===== src/shared/flash_host_regs.vh =====
// Timing and encoding constants for the parallel flash host controller
`ifndef FLASH_HOST_REGS_VH
`define FLASH_HOST_REGS_VH
// Times in ns as specified; counts derived at 100 MHz
`define CLK_PERIOD_NS 10
`define MIN_RESET_PULSE_NS 500
`define RESET_RECOVERY_NS 50
`define READY_EMBEDDED_NS 20000
`define ADDRESS_ACCESS_NS 90
`define WRITE_PULSE_NS 40
`define WRITE_RECOVERY_NS 30
// Least times round up to whole cycles
`define CYC_UP(ns) (((ns) + `CLK_PERIOD_NS - 1) / `CLK_PERIOD_NS)
// Request opcodes
`define OP_READ 2'h0
`define OP_WRITE 2'h1
`define OP_PROG 2'h2
`define OP_RESET 2'h3
// Bus operation count for the two programming paths
`define PROG_CYCLES_NORMAL 3'h4
`define PROG_CYCLES_BYPASS 3'h2
// Command words of the program sequence (low byte only matters)
`define UNLOCK_ADDR1 22'h000555
`define UNLOCK_DATA1 16'h00aa
`define UNLOCK_ADDR2 22'h0002aa
`define UNLOCK_DATA2 16'h0055
`define PROG_CMD_DATA 16'h00a0
`endif


===== src/logic/flash_host.v =====
// Host controller driving a four-bank parallel NOR flash through its pins
`timescale 1ns/1ns
`include "flash_host_regs.vh"
module flash_host #(
   parameter RESET_PULSE_CYC = `CYC_UP(`MIN_RESET_PULSE_NS),
   parameter RECOVERY_CYC = `CYC_UP(`RESET_RECOVERY_NS),
   parameter READY_TIMEOUT_CYC = `CYC_UP(`READY_EMBEDDED_NS),
   parameter ACCESS_CYC = `CYC_UP(`ADDRESS_ACCESS_NS) + 1,
   parameter WE_PULSE_CYC = `CYC_UP(`WRITE_PULSE_NS),
   parameter WE_RECOVER_CYC = `CYC_UP(`WRITE_RECOVERY_NS)
) (
   input wire I_CLK, // Clock, 100 MHz
   input wire I_ARST_N, // Async reset, active low
   input wire I_REQ_VALID, // Request strobe, one cycle
   input wire [1:0] I_REQ_OP, // Request opcode
   input wire [21:0] I_REQ_ADDR, // Word address, or byte address bits 22:1
   input wire I_REQ_ADDR_LSB, // Byte address LSB in byte width
   input wire [15:0] I_REQ_DATA, // Write or program data
   input wire I_BYTE_MODE, // 1 selects byte width
   input wire I_BYPASS, // Flash bank is in unlock-bypass or accelerated state
   input wire I_ACCEL_EN, // Request accel high voltage on protect pin
   input wire I_PROTECT_N, // Protect pin level outside acceleration
   output reg O_REQ_READY, // Idle, request may be taken
   output reg O_RSP_VALID, // Read data valid, one cycle
   output reg [15:0] O_RSP_DATA, // Read data
   output reg O_RSP_DONE, // Write, program or reset finished, one cycle
   output reg O_FLASH_BUSY, // Flash ready/busy shows busy
   output reg [21:0] O_A, // Flash address pins
   output reg O_CE_N, // Flash chip select
   output reg O_OE_N, // Flash output enable
   output reg O_WE_N, // Flash write enable
   output reg O_RESET_N, // Flash reset pin
   output reg O_WORD_MODE, // Flash width-select pin, 1 = word
   output reg O_PROTECT_ACCEL_PIN, // Protect pin logic level
   output reg O_ACCEL_HIGH_VOLTAGE, // Switch accel_high_voltage onto protect pin
   output reg [15:0] O_DQ, // Data lane outputs
   output reg [15:0] O_DQ_OE, // Data lane output enables, high = drive
   input wire [15:0] I_DQ, // Data lane inputs
   input wire I_READY_BUSY_N // Flash ready_busy_n pin
);
   localparam CW = 16;
   localparam [6:0] S_IDLE = 7'h01;
   localparam [6:0] S_RD = 7'h02;
   localparam [6:0] S_WR_LOW = 7'h04;
   localparam [6:0] S_WR_HIGH = 7'h08;
   localparam [6:0] S_RST_LOW = 7'h10;
   localparam [6:0] S_RST_WAIT = 7'h20;
   localparam [6:0] S_RST_REC = 7'h40;

   wire [16:0] pin_sync;
   reg [6:0] state_q;
   reg [CW-1:0] cnt_q;
   reg [2:0] step_q;
   reg [2:0] steps_q;
   reg prog_q;
   reg [21:0] addr_q;
   reg lsb_q;
   reg [15:0] data_q;
   wire [15:0] dq_in;
   wire rdy_in;
   reg [21:0] step_addr;
   reg [15:0] step_data;

   flash_sync2 #(.W(17)) u_sync (
      .i_clk(I_CLK),
      .i_arst_n(I_ARST_N),
      .i_async({I_READY_BUSY_N, I_DQ}),
      .o_sync(pin_sync)
   );
   assign dq_in = pin_sync[15:0];
   assign rdy_in = pin_sync[16];

   ////////////////////////////////////////////////////////////////////////////////
   // Program sequence: four cycles normally, last two only in bypass
   always @* begin
      step_addr = addr_q;
      step_data = data_q;
      if (prog_q) begin
         case (step_q + (steps_q == `PROG_CYCLES_BYPASS ? 3'h2 : 3'h0))
            3'h0: begin
               step_addr = `UNLOCK_ADDR1;
               step_data = `UNLOCK_DATA1;
            end
            3'h1: begin
               step_addr = `UNLOCK_ADDR2;
               step_data = `UNLOCK_DATA2;
            end
            3'h2: begin
               step_addr = `UNLOCK_ADDR1;
               step_data = `PROG_CMD_DATA;
            end
            default: begin
               step_addr = addr_q;
               step_data = data_q;
            end
         endcase
      end
   end

   ////////////////////////////////////////////////////////////////////////////////
   // Bus cycle sequencer
   always @(posedge I_CLK or negedge I_ARST_N) begin
      if (!I_ARST_N) begin
         state_q <= S_RST_LOW;
         cnt_q <= {CW{1'b0}};
         step_q <= 3'h0;
         steps_q <= 3'h1;
         prog_q <= 1'b0;
         addr_q <= 22'h000000;
         lsb_q <= 1'b0;
         data_q <= 16'h0000;
         O_REQ_READY <= 1'b0;
         O_RSP_VALID <= 1'b0;
         O_RSP_DATA <= 16'h0000;
         O_RSP_DONE <= 1'b0;
         O_FLASH_BUSY <= 1'b0;
         O_A <= 22'h000000;
         O_CE_N <= 1'b1;
         O_OE_N <= 1'b1;
         O_WE_N <= 1'b1;
         O_RESET_N <= 1'b0;
         O_WORD_MODE <= 1'b1;
         O_PROTECT_ACCEL_PIN <= 1'b0;
         O_ACCEL_HIGH_VOLTAGE <= 1'b0;
         O_DQ <= 16'h0000;
         O_DQ_OE <= 16'h0000;
      end else begin
         O_RSP_VALID <= 1'b0;
         O_RSP_DONE <= 1'b0;
         O_FLASH_BUSY <= ~rdy_in;
         O_PROTECT_ACCEL_PIN <= I_PROTECT_N;
         case (state_q)
            S_IDLE: begin
               // Strobes rest high: standby, flash outputs float
               O_CE_N <= 1'b1;
               O_OE_N <= 1'b1;
               O_WE_N <= 1'b1;
               O_DQ_OE <= 16'h0000;
               // Accel voltage only switched while idle or cleared in flash reset, never mid bus cycle
               O_ACCEL_HIGH_VOLTAGE <= I_ACCEL_EN;
               O_WORD_MODE <= ~I_BYTE_MODE;
               if (I_REQ_VALID && O_REQ_READY) begin
                  O_REQ_READY <= 1'b0;
                  addr_q <= I_REQ_ADDR;
                  lsb_q <= I_REQ_ADDR_LSB;
                  data_q <= I_REQ_DATA;
                  // High voltage is for programming only; other work runs without it
                  if (I_REQ_OP != `OP_PROG) begin
                     O_ACCEL_HIGH_VOLTAGE <= 1'b0;
                  end
                  step_q <= 3'h0;
                  cnt_q <= {CW{1'b0}};
                  prog_q <= (I_REQ_OP == `OP_PROG);
                  // Accel forces bypass, so the short path is used then
                  steps_q <= (I_REQ_OP != `OP_PROG) ? 3'h1 :
                     (I_BYPASS || O_ACCEL_HIGH_VOLTAGE) ? `PROG_CYCLES_BYPASS :
                     `PROG_CYCLES_NORMAL;
                  case (I_REQ_OP)
                     `OP_READ: state_q <= S_RD;
                     `OP_RESET: state_q <= S_RST_LOW;
                     default: state_q <= S_WR_LOW;
                  endcase
               end else begin
                  O_REQ_READY <= 1'b1;
               end
            end
            S_RD: begin
               // Full chip-select access time from standby
               O_A <= addr_q;
               O_CE_N <= 1'b0;
               O_OE_N <= 1'b0;
               O_WE_N <= 1'b1;
               O_DQ_OE <= {~O_WORD_MODE, 15'h0000};
               O_DQ <= {lsb_q, 15'h0000};
               cnt_q <= cnt_q + 1'b1;
               // Two extra cycles cover the input synchroniser
               if (cnt_q == ACCESS_CYC[CW-1:0] + 16'h0002) begin
                  O_RSP_DATA <= O_WORD_MODE ? dq_in : {8'h00, dq_in[7:0]};
                  O_RSP_VALID <= 1'b1;
                  O_CE_N <= 1'b1;
                  O_OE_N <= 1'b1;
                  O_DQ_OE <= 16'h0000;
                  state_q <= S_IDLE;
               end
            end
            S_WR_LOW: begin
               O_A <= step_addr;
               O_OE_N <= 1'b1;
               O_CE_N <= 1'b0;
               O_WE_N <= 1'b0;
               O_DQ <= O_WORD_MODE ? step_data : {lsb_q, 7'h00, step_data[7:0]};
               O_DQ_OE <= O_WORD_MODE ? 16'hffff : 16'h80ff;
               cnt_q <= cnt_q + 1'b1;
               if (cnt_q == WE_PULSE_CYC[CW-1:0]) begin
                  cnt_q <= {CW{1'b0}};
                  state_q <= S_WR_HIGH;
               end
            end
            S_WR_HIGH: begin
               O_WE_N <= 1'b1;
               O_CE_N <= 1'b1;
               cnt_q <= cnt_q + 1'b1;
               if (cnt_q == WE_RECOVER_CYC[CW-1:0]) begin
                  cnt_q <= {CW{1'b0}};
                  O_DQ_OE <= 16'h0000;
                  if (step_q + 3'h1 == steps_q) begin
                     O_RSP_DONE <= 1'b1;
                     state_q <= S_IDLE;
                  end else begin
                     step_q <= step_q + 3'h1;
                     state_q <= S_WR_LOW;
                  end
               end
            end
            S_RST_LOW: begin
               // Strobes high, data lanes released and accel cleared while the reset pulse is held
               O_RESET_N <= 1'b0;
               O_CE_N <= 1'b1;
               O_OE_N <= 1'b1;
               O_WE_N <= 1'b1;
               O_DQ_OE <= 16'h0000;
               O_ACCEL_HIGH_VOLTAGE <= 1'b0;
               cnt_q <= cnt_q + 1'b1;
               if (cnt_q == RESET_PULSE_CYC[CW-1:0]) begin
                  cnt_q <= {CW{1'b0}};
                  O_RESET_N <= 1'b1;
                  state_q <= S_RST_WAIT;
               end
            end
            S_RST_WAIT: begin
               // Busy stays low until internal reset ends; bounded by timeout
               cnt_q <= cnt_q + 1'b1;
               if (rdy_in || cnt_q == READY_TIMEOUT_CYC[CW-1:0]) begin
                  cnt_q <= {CW{1'b0}};
                  state_q <= S_RST_REC;
               end
            end
            S_RST_REC: begin
               cnt_q <= cnt_q + 1'b1;
               if (cnt_q == RECOVERY_CYC[CW-1:0]) begin
                  // Flash back in array read; caller reissues cut-off work
                  O_RSP_DONE <= 1'b1;
                  state_q <= S_IDLE;
               end
            end
            default: state_q <= S_RST_LOW;
         endcase
      end
   end
endmodule // flash_host


===== src/logic/flash_sync2.v =====
// Two-flop synchroniser for pins entering the clock domain
`timescale 1ns/1ns
module flash_sync2 #(
   parameter W = 1
) (
   input wire i_clk, // Clock
   input wire i_arst_n, // Async reset, active low
   input wire [W-1:0] i_async, // Asynchronous pin levels
   output wire [W-1:0] o_sync // Synchronised levels
);
   reg [W-1:0] meta_q;
   reg [W-1:0] sync_q;
   always @(posedge i_clk or negedge i_arst_n) begin
      if (!i_arst_n) begin
         meta_q <= {W{1'b0}};
         sync_q <= {W{1'b0}};
      end else begin
         meta_q <= i_async;
         sync_q <= meta_q;
      end
   end
   assign o_sync = sync_q;
endmodule // flash_sync2


===== config.mk =====
export PLATFORM = sky130hd
export DESIGN_NAME = flash_host
export DESIGN_NICKNAME = d
export VERILOG_FILES = /design/src/logic/flash_host.v /design/src/logic/flash_sync2.v
export VERILOG_INCLUDE_DIRS = /design/src /design/src/shared
export SDC_FILE = /design/constraint.sdc
export NUM_CORES = 1
export LEC_CHECK = 0
export BUFFER_PORTS_ARGS = -buffer_cell sky130_fd_sc_hd__buf_4
export CAP_MARGIN = 15
export CORE_MARGIN = 2
export CORE_UTILIZATION = 59
export DETAILED_ROUTE_END_ITERATION = 10
export PLACE_DENSITY = 0.9
export SYNTH_ARGS = -nofsm -noshare
export SYNTH_HDL_FRONTEND = slang
export SYNTH_SLANG_ARGS = --single-unit

===== constraint.sdc =====
create_clock -name I_CLK -period 6.3 [get_ports I_CLK]
set_clock_uncertainty 0.05 [all_clocks]
set_input_delay 0.63 -clock I_CLK [delete_from_list [all_inputs] [get_ports I_CLK]]
set_output_delay 0.63 -clock I_CLK [all_outputs]
set_load 0.01 [all_outputs]

---- Word-level counts from Yosys, hierarchy flattened ----
Index checks and enable logic that the tools add are counted.
storage, ports and cells
  register bits ........................... 184
  input port bits ......................... 65
  output and inout port bits .............. 81
  logic and storage cells ................. 133
cells by class
  add/subtract/negate cells ............... 3
  eq/ne operators ......................... 28
  muxes and demuxes ....................... 49
  bitwise logic cells ..................... 3
  reductions and logical operators ........ 25
operators by type and width
  operator                 count
  $mux W16                 10
  $pmux W16 S6             1
  $pmux W22 S2             2
  $pmux W16 S4             1
  $mux W7                  7
  $pmux W7 S7              1
  $pmux W16 S3             1
  $eq A16 B3 Y1 const B    2
  $pmux W16 S2             1
  $mux W22                 1
  $mux W3                  6
  $ne A2 B2 Y1 const B     9
  $add A16 B1 Y16 const B  1
  $eq A16 B11 Y1 const B   1
  $eq A16 B2 Y1 const B    1
  $eq A16 B4 Y1 const B    1
  $eq A16 B6 Y1 const B    1
  $mux W15                 1
  $pmux W5 S2              1
  $reduce_bool A2 Y1       5
  $mux W1                  9
  $pmux W1 S2              4
  $reduce_and A2 Y1        4
  $eq A7 B1 Y1 const B     1
  28 further kinds         36

---- Logic depth before layout (Yosys ltp) ----
Gate-level depths: netlist of the first run.
  depth after elaboration ................. 8
  gate-level depth with buffers ........... 9
  gate-level depth less buffers ........... 8

---- By module ----
From an unflattened synthesis of the first run, not the netlist that was laid out.
unflattened totals
  cells, all modules ...................... 560
  area total of the unflattened synthesis .. 7020.5 µm²
by module, submodules not included
  module       instances  cells each  area an instance (µm²)  seq. area each (µm²)
  flash_host   1          526         6169.7                  3435.8
  flash_sync2  1          34          850.8                   850.8

---- Worst setup path after synthesis of the first run ----
Ideal clock, no wire load.
  kind .................................... flip-flop to flip-flop
  start point ............................. reg cnt_q[6]
  end point ............................... reg state_q[4]
  setup time .............................. 84 ps
  arrival ................................. 2271 ps
  required time ........................... 6166 ps
  path slack .............................. 3895 ps
  cell stages (with the launch flop) ...... 9
  path buffers ............................ 2
  period minus slack after synthesis ...... 2405 ps
  cell sequence ........................... dfrtp_1 buf_6 nor3_4 nand4_4 o41ai_4 nand3_2 or4_1 buf_6 o31ai_4
on the way
  word-level cells in the longest chain between the ends .. 4
  elaborated cells on any way between the ends .. 14
  those cells by class .................... 12 x eq/ne; 2 x reduce/logical
RTL lines
  item                             RTL line          RTL
  start: declaration               flash_host.v:52   reg [CW-1:0] cnt_q;
  start signal: assignment         flash_host.v:105  cnt_q <= {CW{1'b0}};
  start signal: assignment         flash_host.v:152  cnt_q <= {CW{1'b0}};
  start signal: assignment         flash_host.v:175  cnt_q <= cnt_q + 1'b1;
  $eq A16 B11 Y1                   flash_host.v:233  if (rdy_in || cnt_q == READY_TIMEOUT_CYC[CW-1:0]) begin
  $logic_or A1 B1 Y1               flash_host.v:233
  $ne A2 B2 Y1 (no line)           --
  $reduce_and A7 Y1 (no line) (*)  --
  end signal: assignment           flash_host.v:235  state_q <= S_RST_REC;
  end signal: assignment           flash_host.v:243  state_q <= S_IDLE;
  end signal: assignment           flash_host.v:246  default: state_q <= S_RST_LOW;
  end: declaration                 flash_host.v:51   reg [6:0] state_q;
Mark *: on every way between the ends. The rest lies on a longest branch, timed or not.
A chain may end at the register's enable or synchronous reset.

---- Final worst setup path of the first run ----
  start point ............................. reg state_q[0]
  end point ............................... reg state_q[0]
on the way
  word-level cells in the longest chain between the ends .. 3
  elaborated cells on any way between the ends .. 16
  those cells by class .................... 14 x eq/ne; 1 x mux; 1 x reduce/logical
RTL lines
  item                                        RTL line          RTL
  start signal: assignment                    flash_host.v:104  state_q <= S_RST_LOW;
  start signal: assignment                    flash_host.v:159  `OP_READ: state_q <= S_RD;
  start signal: assignment                    flash_host.v:160  `OP_RESET: state_q <= S_RST_LOW;
  $eq A7 B7 Y1, or another cell as far along  flash_host.v:132  case (state_q)
  $ne A2 B2 Y1 (no line)                      --
  $reduce_and A7 Y1 (no line)                 --
Parallel ways exist; a longest one is shown, timed or not.

==> impl_metrics.json, run 1 <==
{
  "die_area_um2": 13300,
  "antenna_found_initial": 0,
  "yosysSeqAreaShare": 0.587,
  "timing.setup.tns_ns": 0,
  "ant_nets": 0,
  "tightest_slew_ns": 1.12,
  "preCtsSetupSlack_ns": 3.24,
  "synth-edff-count": 0,
  "leakagePower_nw": 4.47,
  "syn_area_um2": 7300,
  "fmax_mhz": 324,
  "grt_pass1_vias": 5807,
  "path_class": "reg2reg",
  "hold_viol": 0,
  "vias_per_cell": 5.82,
  "final_common_cell": "nand2_1",
  "pin_count": 146,
  "grt-ovfl-total": 0,
  "core-area_um2": 12100,
  "antennaDiodeCount": 0,
  "critPathLaunchType": "register",
  "clkLatencyLatePin_ns": 0.44,
  "ys.flop_type": "dfrtp_1",
  "dp.final_hpwl_um": 11900,
  "fp-row-count": 40,
  "synth.avg_cell_area_um2": 10.2,
  "ys_warn_count": 0,
  "clock-sinks": 171,
  "whs_ns": 0.248,
  "syn_inst": 718,
  "vdd_drop_max_uv": 238,
  "drive_above_1_share": 0.257,
  "min_path_type": "in2reg",
  "routedWlPerCell_um": 17.3,
  "initial_core_util": 0.605,
  "power_w": 0.00226,
  "instances_no_fill": 1014,
  "dp_cells": 982,
  "fin_crit_sh": 0.490,
  "drcViolationCount": 0,
  "io_buffers": 145,
  "power.density_nw_per_um2": 252,
  "max_cap_viol_count": 0,
  "layout_setup_ws_ns": 3.22,
  "cts_tree": "done",
  "hold_buffers": 0,
  "rsz0062_at_grt": "no",
  "slew_violations": 0,
  "clockBufferDepth": 2,
  "drtIter0Drc": 603,
  "setup_violations": 0,
  "cts.clk_slew.worst_paths_ns": 0.07,
  "post_cts_resized": 0,
  "wl_um": 17500,
  "worstPathMaxFanout": 17,
  "required_ns": 6.56,
  "ys_ff_latch": 171,
  "area_growth_pct": 22.8,
  "synth-async-reset-ratio": 1.00,
  "post-route-min-period_ns": 3.08,
  "yosysUniqueCellTypes": 69,
  "numCtsBuffers": 17,
  "grt_max_degree": 115,
  "die_w_um": 115,
  "post_cts_buffers": 0,
  "grt_use_total": 0.277,
  "fin_nets": 907,
  "cp-end-kind": "register",
  "gp_congestion": 0.924,
  "slew_headroom": 0.253,
  "mostFrequentLayoutCells": "nand2_1, dfrtp_1, buf_4",
  "cp.arrival_ns": 3.34,
  "dr.pass1.iters": 5,
  "die_h_um": 115,
  "via_count": 5902,
  "ctsRootBufferMaster": "clkbuf_16",
  "grt_pass1_wl_um": 28100,
  "status": "finished clean",
  "synth_nets": 792,
  "htreeDepth": 4
}
==> worst paths after layout <==
check	from	end	slack [ns]	depth (start not counted)
hold reg to reg	u_sync.meta_q[7]$_DFF_PN0_	u_sync.o_sync[7]$_DFF_PN0_	0.29	0
max in group asynchronous	I_ARST_N	O_A[15]$_DFFE_PN0N_	4.62	2
setup reg to reg	state_q[0]$_DFFE_PN0P_	state_q[0]$_DFFE_PN0P_	3.22	6
hold / removal	I_PROTECT_N	O_PROTECT_ACCEL_PIN$_DFF_PN0_	0.25	1
setup / recovery	state_q[0]$_DFFE_PN0P_	state_q[0]$_DFFE_PN0P_	3.22	6
min in group asynchronous	I_ARST_N	O_RSP_DATA[6]$_DFFE_PN0P_	0.27	1
==> final cells by class <==
class / count / area, um^2
clock inverters: 13 / 165
fillers: 798 / 3090
flip-flops and latches: 171 / 4290
inverters: 11 / 41.3
clock buffers: 19 / 453
multi-input cells: 483 / 2690
repair buffers: 149 / 1120
well taps: 168 / 210
==> metal layers <==
metal  wire, um  up-vias  GRT usage
met5          0        -          0
met4        536        0      0.141
met3       1390       54     0.0801
met2       8660      286      0.434
met1       6920     2895      0.354
li1           -     2667          -
==> metrics by stage <==
stage | util | area, um^2
final | 0.743 | 8970
after CTS | 0.743 | 8970
after global placement | 0.692 | 8350
after floorplan | - | 7300
after global routing | 0.743 | 8970
after detailed placement | 0.692 | 8350
==> power breakdown <==
group	leakage, nW	total [W]	internal, W	switching [W]
logic	1.95	0.0000583	0.0000282	0.0000301
clock network	0.304	0.00109	0.000648	0.000440
registers	2.22	0.00111	0.00111	0.00000306
==> critical path, cell delays in order, from the launching register on <==
cell and delay [ns]:
dfrtp_1 0.51, or4_1 0.66, nor3_1 0.23, nand2_1 0.41, a31oi_4 0.58, or4_1 0.39, o21ai_1 0.13
==> cell usage after synthesis (8+ instances only) <==
cell type  count  area, um^2
nand2_1      204         766
dfrtp_1      165        4130
nand3_1       43         215
o21ai_0       36         180
clkbuf_1      30         113
nor2_1        29         109
a21oi_1       21         105
buf_4         13        97.6
nor3_1        13        65.1
inv_1         11        41.3
ha_1           9         113
mux2_2         8        90.1
==> state kept, by name, indices dropped and copies added, names as in the netlist, 3 cells and up <==
register,count
O_A,22
addr_q,22
u_sync.meta_q,17
u_sync.o_sync,17
O_DQ,16
O_RSP_DATA,16
cnt_q,16
data_q,16
state_q,7
O_DQ_OE,3
step_q,3
steps_q,3
==> cells by family (layout without fill, tap and decap cells) <==
group,after synthesis,in the layout,share of synthesized area
XOR/XNOR,8,8,0.00960
flip-flops,171,171,0.587
AO/OA/AOI/OAI,118,118,0.112
adder cells (fa/ha/maj),9,9,0.0154
AND/OR/NAND/NOR,339,339,0.217
buffers and inverters,64,192,0.0454
multiplexers,9,9,0.0137
Power figures use the tool's default switching activity.
==> inputs of run 2 (changes only) <==
Settings changed: CORE_UTILIZATION 59 to 50, PLACE_DENSITY 0.9 to 0.81.
Clock period 6.3 ns to 2.6 ns, I/O delays scaled along.
==> run 2 against run 1 <==
Against the previous run: hold slack worse by 0.19 ns; sequential share of layout area down 4.6 points; fmax up 27%; largest cell class unchanged.
==> impl_metrics.json, run 2 (synthesis gave the netlist of run 1 again) <==
{
  "fp-row-count": 44,
  "vdd_drop_max_uv": 428,
  "min_path_cells": 3,
  "cts.clk_slew.worst_paths_ns": 0.07,
  "area_growth_pct": 35.9,
  "min_from": "I_ACCEL_EN",
  "fin_crit_sh": 0.932,
  "fin_nets": 1004,
  "ctsRootBufferMaster": "clkbuf_16",
  "via_count": 6175,
  "clkLatencyLatePin_ns": 0.43,
  "grt_pass1_wl_um": 30000,
  "ant_nets": 0,
  "dp.final_hpwl_um": 12000,
  "core-area_um2": 14400,
  "r2r_start": "state_q[6]$_DFFE_PN0P_",
  "gp_congestion": 0.892,
  "reg2reg_depth": 8,
  "hold_viol": 0,
  "worstPathMaxFanout": 9,
  "mostFrequentLayoutCells": "nand2_1, buf_4, dfrtp_1",
  "min_to": "O_ACCEL_HIGH_VOLTAGE$_DFFE_PN0P_",
  "drtIter0Drc": 422,
  "vias_per_cell": 5.47,
  "drive_above_1_share": 0.274,
  "regToRegEndpoint": "cnt_q[6]$_DFFE_PN0P_",
  "grt_pass1_vias": 6020,
  "rrSetupSlack_ns": 0.18,
  "htreeDepth": 4,
  "clock-sinks": 171,
  "grt-ovfl-total": 0,
  "numCtsBuffers": 17,
  "critPathLaunchType": "register",
  "dr.pass1.iters": 5,
  "antenna_found_initial": 1,
  "die_area_um2": 15600,
  "min_path_type": "in2reg",
  "fmax_mhz": 413,
  "wl_um": 18200,
  "cp.arrival_ns": 2.71,
  "grt_use_total": 0.243,
  "grt_max_degree": 71,
  "cts_tree": "done",
  "reg.largest.list": "O_A x22, addr_q x22",
  "power_w": 0.00546,
  "power.density_nw_per_um2": 550,
  "io_buffers": 145,
  "setup_violations": 0,
  "die_w_um": 125,
  "routedWlPerCell_um": 16.2,
  "status": "finished clean",
  "initial_core_util": 0.506,
  "die_h_um": 125,
  "final_common_cell": "nand2_1",
  "cp-end-kind": "register",
  "post-route-min-period_ns": 2.42,
  "path_class": "reg2reg",
  "drcViolationCount": 0,
  "slew_headroom": 0.577,
  "leakagePower_nw": 4.91,
  "tightest_slew_ns": 0.634,
  "pin_count": 146,
  "max_cap_viol_count": 0,
  "required_ns": 2.88,
  "slew_violations": 0,
  "clockBufferDepth": 2,
  "rsz0062_at_grt": "no",
  "timing.setup.tns_ns": 0
}
[run 2: worst max path at each step]
stage	start	end	slack (ns)	cells after the start
final	state_q[6]$_DFFE_PN0P_	cnt_q[6]$_DFFE_PN0P_	0.18	8
after global routing	state_q[6]$_DFFE_PN0P_	cnt_q[6]$_DFFE_PN0P_	0.04	8
after CTS	cnt_q[11]$_DFFE_PN0P_	state_q[4]$_DFFE_PN1P_	0.09	6
after detailed placement	cnt_q[11]$_DFFE_PN0P_	state_q[4]$_DFFE_PN1P_	0.12	6
after global placement	cnt_q[7]$_DFFE_PN0P_	state_q[4]$_DFFE_PN1P_	0.15	6
after floorplan	cnt_q[6]$_DFFE_PN0P_	state_q[4]$_DFFE_PN1P_	0.20	8
[run 2: repair_timing]
item,in CTS,in global routing
resized for setup,0,5
hold buffers,59,0
setup endpoints to repair,0,16
endpoints found under the hold margin,121,0
setup buffers,0,0
[run 2: stage by stage]
stage               instance area (um^2)  hold slack (ns)   util  setup WS [ns]  instances
floorplan                           7300          -0.0856      -          0.195        718
global placement                    8700            0.258  0.603          0.153       1036
detailed placement                  8700            0.257  0.603          0.115       1036
CTS                                 9890           0.0498  0.686         0.0938       1127
global route                        9920           0.0724  0.688         0.0364       1128
finish                              9920           0.0607  0.688          0.177       1128
[run 2: worst max-delay path, cell delays in order (launching register included)]
cell,delay [ns]
dfrtp_1,0.46
or4_1,0.65
nor4b_4,0.32
o21ai_1,0.16
nand3_2,0.11
buf_4,0.14
buf_4,0.16
nor4_1,0.07
nor3_1,0.23
[run 2: routing by layer]
metal,global-route usage,part of all wire
met5,0,0
met2,0.378,0.48
met3,0.0537,0.055
met4,0.125,0.041
met1,0.323,0.42
[run 2: power breakdown]
group | internal, W | switching [W]
registers | 0.00269 | 0.00000631
clock network | 0.00148 | 0.00106
logic | 0.000130 | 0.0000935
[run 2: area by class of cell]
class                      count  area, um^2
timing repair buffer         246        2040
antenna                        1        2.50
clock inverter                11         135
fill                        1054        4500
tap                          184         230
multi-input combinational    483        2730
sequential                   171        4290
inverter                      11        41.3
clock buffer                  21         460
